## src/hdl/hsir_pkg.sv

```systemverilog
package hsir_pkg;

	// ****************************************************************
	// Register map of the control port.
	// ****************************************************************
	localparam logic [7:0] ADDR_CONTROL = 8'h00;
	localparam logic [7:0] ADDR_STATUS = 8'h01;
	localparam logic [7:0] ADDR_IRQ_MASK = 8'h02;
	localparam logic [7:0] ADDR_RX_INFO = 8'h03;

	// ****************************************************************
	// Field positions.
	// ****************************************************************
	localparam int CTRL_RX_RESET_BIT = 6;
	localparam int ST_CODE_CHANGE = 7;
	localparam int ST_PKT_END = 6;
	localparam int ST_PKT_START = 5;
	localparam int ST_RX_HALF = 4;
	localparam int ST_RX_NOT_EMPTY = 3;
	localparam int ST_TX_HALF_EMPTY = 2;
	localparam int ST_TX_NOT_FULL = 1;
	localparam int ST_TX_MSG_END = 0;
	localparam int RI_ABORT = 7;
	localparam int RI_CRC_ERR = 6;
	localparam int RI_OVERRUN = 5;
	localparam int RI_VALID_MSG = 4;
	localparam int RI_EMPTY = 3;
	localparam int RI_PKT_OK = 2;
	localparam int RI_CLOSING = 1;
	localparam int RI_OPENING = 0;

	// ****************************************************************
	// Reset values and FIFO geometry.
	// ****************************************************************
	localparam logic [7:0] RESET_BYTE = 8'h00;
	localparam logic [6:0] FIFO_DEPTH = 7'h40;
	localparam logic [6:0] FIFO_HALF = 7'h20;

endpackage

```

## src/hdl/hsir_regs.sv

```systemverilog
// How it works
// - Code-change bit sets whenever the code detector gains or loses a valid code.
// - Packet-end bit sets when the receive engine finishes any packet.
// - Packet-start bit sets when the receive engine sees an opening byte.
// - Receive half-full is high while receive occupancy exceeds thirty-two bytes.
// - Receive not-empty is high while at least one byte waits in the FIFO.
// - Transmit not-full is high while the transmit FIFO has room.
// - Latched status bits hold until a read of the status register clears them.
// - Mask bit zero blocks its status bit, one lets it interrupt.
// - Abort bit sets when seven or more ones in a row are seen.
// - Checksum-error bit sets when a packet's CRC does not match.
// - Overrun bit sets when the engine writes into a full receive FIFO.
// - Valid-message bit sets once a complete packet is detected and checked.
// - Receive-empty bit is live, high exactly while the FIFO is empty.
// - Packet-ok shows the read-port byte ends a clean message.
// - Closing-byte shows the read-port byte ends any message.
// - Opening-byte shows the read-port byte starts a message.
// - Latched receive-info bits hold until a read of that register clears them.
// - Rising edge of the receive reset control resets the receive engine once.
module hsir_regs
(
	input wire logic core_clk,
	input wire logic rst,
	input wire logic [7:0] cpu_addr,
	input wire logic [7:0] cpu_wdata,
	input wire logic cpu_wr,
	input wire logic cpu_rd,
	output logic [7:0] cpu_rdata,
	input wire logic code_detected_live,
	input wire logic rx_packet_end,
	input wire logic rx_packet_start,
	input wire logic [6:0] rx_fifo_level,
	input wire logic [6:0] tx_fifo_level,
	input wire logic tx_message_end,
	input wire logic rx_abort_seen,
	input wire logic rx_checksum_error,
	input wire logic rx_overrun,
	input wire logic rx_valid_message,
	input wire logic rx_packet_ok,
	input wire logic rx_closing_byte,
	input wire logic rx_opening_byte,
	output logic irq,
	output logic rx_engine_reset
);

	// ****************************************************************
	// Address decode.
	// ****************************************************************
	wire logic sel_control;
	wire logic sel_status;
	wire logic sel_mask;
	wire logic sel_info;
	assign sel_control = cpu_addr == hsir_pkg::ADDR_CONTROL;
	assign sel_status = cpu_addr == hsir_pkg::ADDR_STATUS;
	assign sel_mask = cpu_addr == hsir_pkg::ADDR_IRQ_MASK;
	assign sel_info = cpu_addr == hsir_pkg::ADDR_RX_INFO;

	wire logic rd_status;
	wire logic rd_info;
	assign rd_status = cpu_rd && sel_status;
	assign rd_info = cpu_rd && sel_info;

	logic [7:0] link_ctrl_control_reg;
	logic [7:0] link_ctrl_irq_mask_reg;
	logic code_prev;
	logic lat_code_change;
	logic lat_pkt_end;
	logic lat_pkt_start;
	logic lat_tx_msg_end;
	logic lat_abort;
	logic lat_crc_err;
	logic lat_overrun;
	logic lat_valid_msg;

	// ****************************************************************
	// Live status conditions.
	// ****************************************************************
	wire logic code_toggle;
	wire logic rx_half_full;
	wire logic rx_not_empty;
	wire logic tx_half_empty;
	wire logic tx_not_full;
	wire logic rx_empty;
	assign code_toggle = code_detected_live != code_prev;
	assign rx_half_full = rx_fifo_level > hsir_pkg::FIFO_HALF;
	assign rx_not_empty = rx_fifo_level != 7'h00;
	assign tx_half_empty = tx_fifo_level < hsir_pkg::FIFO_HALF;
	assign tx_not_full = tx_fifo_level < hsir_pkg::FIFO_DEPTH;
	assign rx_empty = rx_fifo_level == 7'h00;

	// A latched bit sets over a clearing read so no event is lost.
	wire logic next_code_change;
	wire logic next_pkt_end;
	wire logic next_pkt_start;
	wire logic next_tx_msg_end;
	wire logic next_abort;
	wire logic next_crc_err;
	wire logic next_overrun;
	wire logic next_valid_msg;
	assign next_code_change = code_toggle || (lat_code_change && !rd_status);
	assign next_pkt_end = rx_packet_end || (lat_pkt_end && !rd_status);
	assign next_pkt_start = rx_packet_start || (lat_pkt_start && !rd_status);
	assign next_tx_msg_end = tx_message_end || (lat_tx_msg_end && !rd_status);
	assign next_abort = rx_abort_seen || (lat_abort && !rd_info);
	assign next_crc_err = rx_checksum_error || (lat_crc_err && !rd_info);
	assign next_overrun = rx_overrun || (lat_overrun && !rd_info);
	assign next_valid_msg = rx_valid_message || (lat_valid_msg && !rd_info);

	wire logic [7:0] status_view;
	wire logic [7:0] info_view;
	assign status_view = {lat_code_change, lat_pkt_end, lat_pkt_start, rx_half_full,
		rx_not_empty, tx_half_empty, tx_not_full, lat_tx_msg_end};
	assign info_view = {lat_abort, lat_crc_err, lat_overrun, lat_valid_msg,
		rx_empty, rx_packet_ok, rx_closing_byte, rx_opening_byte};

	wire logic [7:0] next_rdata;
	assign next_rdata = sel_control ? link_ctrl_control_reg :
		sel_status ? status_view :
		sel_mask ? link_ctrl_irq_mask_reg :
		sel_info ? info_view : hsir_pkg::RESET_BYTE;

	wire logic next_irq;
	wire logic next_rx_reset;
	assign next_irq = |(status_view & link_ctrl_irq_mask_reg);
	assign next_rx_reset = cpu_wr && sel_control && cpu_wdata[hsir_pkg::CTRL_RX_RESET_BIT]
		&& !link_ctrl_control_reg[hsir_pkg::CTRL_RX_RESET_BIT];

	// ****************************************************************
	// Registers.
	// ****************************************************************
	always_ff @(posedge core_clk)
	begin
		if (rst)
		begin
			link_ctrl_control_reg <= hsir_pkg::RESET_BYTE;
			link_ctrl_irq_mask_reg <= hsir_pkg::RESET_BYTE;
		end
		else if (cpu_wr && sel_control)
			link_ctrl_control_reg <= cpu_wdata;
		else if (cpu_wr && sel_mask)
			link_ctrl_irq_mask_reg <= cpu_wdata;
	end

	always_ff @(posedge core_clk)
	begin
		if (rst)
		begin
			code_prev <= 1'h0;
			{lat_code_change, lat_pkt_end, lat_pkt_start, lat_tx_msg_end} <= 4'h0;
			{lat_abort, lat_crc_err, lat_overrun, lat_valid_msg} <= 4'h0;
		end
		else
		begin
			code_prev <= code_detected_live;
			{lat_code_change, lat_pkt_end, lat_pkt_start, lat_tx_msg_end} <=
				{next_code_change, next_pkt_end, next_pkt_start, next_tx_msg_end};
			{lat_abort, lat_crc_err, lat_overrun, lat_valid_msg} <=
				{next_abort, next_crc_err, next_overrun, next_valid_msg};
		end
	end

	always_ff @(posedge core_clk)
	begin
		if (rst)
		begin
			cpu_rdata <= hsir_pkg::RESET_BYTE;
			irq <= 1'h0;
			rx_engine_reset <= 1'h0;
		end
		else
		begin
			cpu_rdata <= next_rdata;
			irq <= next_irq;
			rx_engine_reset <= next_rx_reset;
		end
	end

endmodule // hsir_regs

```

## config.mk

```make
export PLATFORM = sky130hd
export DESIGN_NAME = hsir_regs
export DESIGN_NICKNAME = d
export VERILOG_FILES = /design/src/hdl/hsir_pkg.sv /design/src/hdl/hsir_regs.sv
export SDC_FILE = /design/constraint.sdc
export NUM_CORES = 1
export LEC_CHECK = 0
export BUFFER_PORTS_ARGS = -buffer_cell sky130_fd_sc_hd__buf_2
export CAP_MARGIN = 20
export CELL_PAD_IN_SITES_DETAIL_PLACEMENT = 0
export CELL_PAD_IN_SITES_GLOBAL_PLACEMENT = 2
export CORE_AREA = 5 5 82 76
export DETAILED_ROUTE_END_ITERATION = 6
export DIE_AREA = 0 0 87 81
export PLACE_DENSITY_LB_ADDON = 0.1
export SYNTH_ARGS = -nofsm -noshare
export SYNTH_HDL_FRONTEND = slang
export SYNTH_SLANG_ARGS = --single-unit
```

## constraint.sdc

```tcl
create_clock -name core_clk -period 1.7 [get_ports core_clk]
set_clock_uncertainty 0.05 [all_clocks]
set_input_delay 0.17 -clock core_clk [delete_from_list [all_inputs] [get_ports core_clk]]
set_output_delay 0.17 -clock core_clk [all_outputs]
set_load 0.02 [all_outputs]
```

### Word level (Yosys, flattened, before mapping)

Index checks and enable logic that the tools add are counted.

* bitwise gates (word level): 2
* muxes and demuxes: 4
* order comparisons: 3
* eq/ne operators: 4
* reduce and logical (&&, ||, !) cells: 30

Operators by type and width (count)
* 8-bit two-way mux: 4
* 8-bit by 2-bit == test with 1-bit output, second input constant: 2
* 1-bit logical AND: 14
* 8-bit AND: 1
* 8-bit by 1-bit == test with 1-bit output, second input constant: 1
* 8-bit logical NOT: 1
* 1-bit logical OR: 8
* 8-bit OR reduction: 1
* 7-bit by 6-bit greater-than comparator with 1-bit output, second input constant: 1
* 7-bit logical NOT: 1
* 7-bit by 6-bit < comparator with 1-bit output, second input constant: 1
* 7-bit < comparator, second input constant: 1
* 7-bit nonzero test: 1
* 1-bit logical NOT: 3
* 2-bit AND reduction: 1
* 1-bit inequality test: 1
* 1-bit inverter: 1

* input port bits: 45
* output and inout bits: 10
* flip-flop bits (word level): 35

### Longest topological paths before layout

* depth in word-level cells: 5
* mapped depth: 5

### Worst setup path before layout

OpenSTA, ideal clock, no wires.

* kind: input -> register
* start: in rx_fifo_level[6]
* end: reg cpu_rdata[4]
* path slack: 0.437 ns
* arrival time: 1.088 ns
* cell stages on the path: 4
* setup time: 0.124 ns
* buffers on the path: 0
* cell sequence: nor4_4 a21oi_2 mux4_2 nor2b_1

* cells in the longest elaborated chain, start to end: 3

RTL lines
* start, declared: RTL line hsir_regs.sv:32 `input wire logic [6:0] rx_fifo_level,`
* 7-bit by 6-bit greater-than comparator with 1-bit output: RTL line hsir_regs.sv:85 `assign rx_half_full = rx_fifo_level > hsir_pkg::FIFO_HALF;`
* 8-bit two-way mux: RTL line hsir_regs.sv:118 `sel_status ? status_view :`
* 8-bit two-way mux: RTL line hsir_regs.sv:117 `assign next_rdata = sel_control ? link_ctrl_control_reg :`
* end signal, assigned: RTL line hsir_regs.sv:166 `cpu_rdata <= hsir_pkg::RESET_BYTE;`
* end signal, assigned: RTL line hsir_regs.sv:172 `cpu_rdata <= next_rdata;`
* end, declared: RTL line hsir_regs.sv:28 `output logic [7:0] cpu_rdata,`

No other way between the ends.
A chain may end at the register's enable or synchronous reset.

### Worst setup path after layout

* start: reg lat_tx_msg_end
* end: reg irq

* cells in the longest elaborated chain, start to end: 2

RTL lines
* start, declared: RTL line hsir_regs.sv:69 `logic lat_tx_msg_end;`
* start signal, assigned: RTL line hsir_regs.sv:155 `{lat_code_change, lat_pkt_end, lat_pkt_start, lat_tx_msg_end} <=`
* 8-bit AND: RTL line hsir_regs.sv:124 `assign next_irq = |(status_view & link_ctrl_irq_mask_reg);`
* 8-bit OR reduction: RTL line hsir_regs.sv:124
* end signal, assigned: RTL line hsir_regs.sv:173 `irq <= next_irq;`
* end, declared: RTL line hsir_regs.sv:42 `output logic irq,`

No other way between the ends.

==> impl_results.md <==
- Setup CP Type: register to register
- CP max FO: 3
- # IOs: 55
- Setup slack at placement: 0.125 ns
- Root Buffer Master: clkbuf_8
- Vias in the first global route: 1174
- Leakage: 0.889 nW
- Sequential fraction of the synthesis area: 47.5%
- CP Capture Type: register
- Final std cells w/o fill: 261
- Least-Margin Pin Slew: 0.428 ns
- Max-cap check violation count: 0
- Status: completed
- Final WL: 3810 µm
- Placed insts: 253
- Nets: 238
- # H-tree levels: 2
- CP startpoint kind: register
- CP required: 1.81 ns
- Core ar.: 0.00522 mm²
- Post-synth top area share: 47.5%
- Drc violations: 0
- Worst-path clk slew: 0.07 ns
- Cells after Synth: 138
- DRT iter0 DRCs: 44
- Hold Path Class: primary input to register
- Initial antenna violation count: 0
- Row Count: 25
- Die height: 81 µm
- Ys Warns: 0
- Register bit total from synthesis: 35
- WL per Instance: 14.6 µm
- Vias per inst: 4.62
- DR vias: 1205
- Worst skew pair latency: 0.28 ns
- Initial Util: 28.2%
- Worst setup margin: 0.352 ns
- Post-CTS Hold Buffers: 0
- Syn avg cell area: 10.7 µm²
- Cell Area, Synth: 0.00147 mm²
- CTS Buf Count: 5
- Tot GR Track Use: 11.1%
- Final Hold Viols: 0
- Area growth, synth to finish: 28.4%
- Total negative slack: 0 ns
- Unrepaired setup endpoints after global routing: false
- Global placer's final weighted congestion: 0.775
- Layout cell share with drive strength beyond 1: 36.6%
- Slew Viols, Final: 0
- Cts repair resizes: 0
- Antenna-violating nets left: 0
- Slew margin rel.: 71.3%
- Power per cell area: 823 mW/mm²
- Fmax: 0.742 GHz
- Postcts setup bufs: 0
- Largest net degree at the start of global routing: 28
- Post-Syn Nets: 183
- Leading area contributor after synthesis: dfxtp_1
- Number of diodes: 0
- Tcrit/Tclk final: 79.3%
- Worst VDD drop: 0.000394 V
- Overall power: 1.56 mW
- Congestion Overflow GR: 0
- Most area-consuming cells after synthesis: dfxtp_1 (48%), mux2i_1 (11%), mux4_2 (7.6%)
- Die X-Extent: 87 µm
- Post-synth cell types: 27
- Detail Placement HPWL: 2860 µm
- CTS tree: done
- Critical path arrival: 1.46 ns
- Die area: 0.00705 mm²
- First-pass DRT Iterations: 4
- Sinks on Clock Net: 35
- IO Port Bufs: 49
- Period minus WS final: 1.35 ns
- First-pass GRT wire length: 5870 µm
- Count of final setup violators: 0
- Fin Hold WS: 0.0411 ns
- Worst-case clock buffer depth: 2
## synthesized netlist by cell type
cell type,n
and2_1,1
a21oi_2,1
clkbuf_1,3
buf_2,3
dfxtp_1,35
mux4_2,5
nand4_1,1
o21a_1,1
nand2_1,2
nor2_1,28
nand3b_1,2
nand4b_1,2
a31oi_1,1
nor4b_2,1
a22oi_1,1
nor2b_1,10
nor4_4,2
nand4_4,1
mux2i_1,16
a22o_1,1
a211oi_1,6
xor2_1,1
buf_6,1
a21oi_1,10
inv_1,1
a221oi_1,1
xnor2_1,1
## path summary, 6_finish.rpt
check                                     from              to  slack, ns  depth (start not counted)
worst max-delay path            lat_tx_msg_end             irq       0.35                          4
worst min-delay path            tx_message_end  lat_tx_msg_end       0.04                          3
worst max register to register  lat_tx_msg_end             irq       0.35                          4
worst min register to register       lat_abort       lat_abort       0.43                          2
## through the flow
step / util, % / instance area, µm²
after global routing: 36.2 / 1890
after detailed placement: 34.7 / 1810
after global placement: 34.7 / 1810
after CTS: 36.2 / 1890
after floorplan: - / 1470
final: 36.2 / 1890
## critical path, cell delays in order (launching register included)
cell	delay [ns]
dfxtp_1	0.34
a22o_1	0.23
a221oi_1	0.33
o21a_1	0.20
a31oi_1	0.08
## cell families after synthesis
logic type | share of synthesized area (%)
buffers and inverters | 2.80
xor gates and xnor gates | 1.19
DFF | 47.5
AOI/OAI and AO/OA | 9.68
muxes | 18.5
and+or+nand+nor | 20.3
## routing by layer
metal / wire length (µm) / global-route usage (%)
met1: 1840 / 14.8
met2: 1730 / 16.4
met5: 0 / 0
met3: 204 / 3.75
met4: 27 / 4.67
## layout by cell type, fill, tap and decap left out
cell	instances
a211oi_1	6
a21oi_1	10
a21oi_2	1
a221oi_1	1
a22o_1	1
a22oi_1	1
a31oi_1	1
and2_1	1
buf_2	49
buf_4	6
clkbuf_1	2
clkbuf_8	5
clkinv_2	1
dfxtp_1	35
inv_1	1
mux2i_1	16
mux4_2	5
nand2_1	2
nand3b_1	2
nand4_1	1
nand4_4	1
nand4b_1	2
nor2_1	28
nor2b_1	10
nor4_4	2
nor4b_2	1
o21a_1	1
xnor2_1	1
xor2_1	1
## cell type report
| cell class | instances | area (µm²) |
|---|---|---|
| multi-input combinational | 95 | 732 |
| timing repair buffer | 55 | 290 |
| sequential | 35 | 701 |
| tap | 67 | 83.8 |
| clock buffer | 7 | 76.3 |
| clock inverter | 1 | 5.00 |
| fill | 539 | 3330 |
| inverter | 1 | 3.75 |
## power by group
group | total, mW | switching, mW | internal, mW
Sequential | 0.847 | 0.0105 | 0.836
Combinational | 0.140 | 0.0692 | 0.0704
Clock | 0.571 | 0.283 | 0.287
Note: power is estimated with default switching activity, not from simulation.
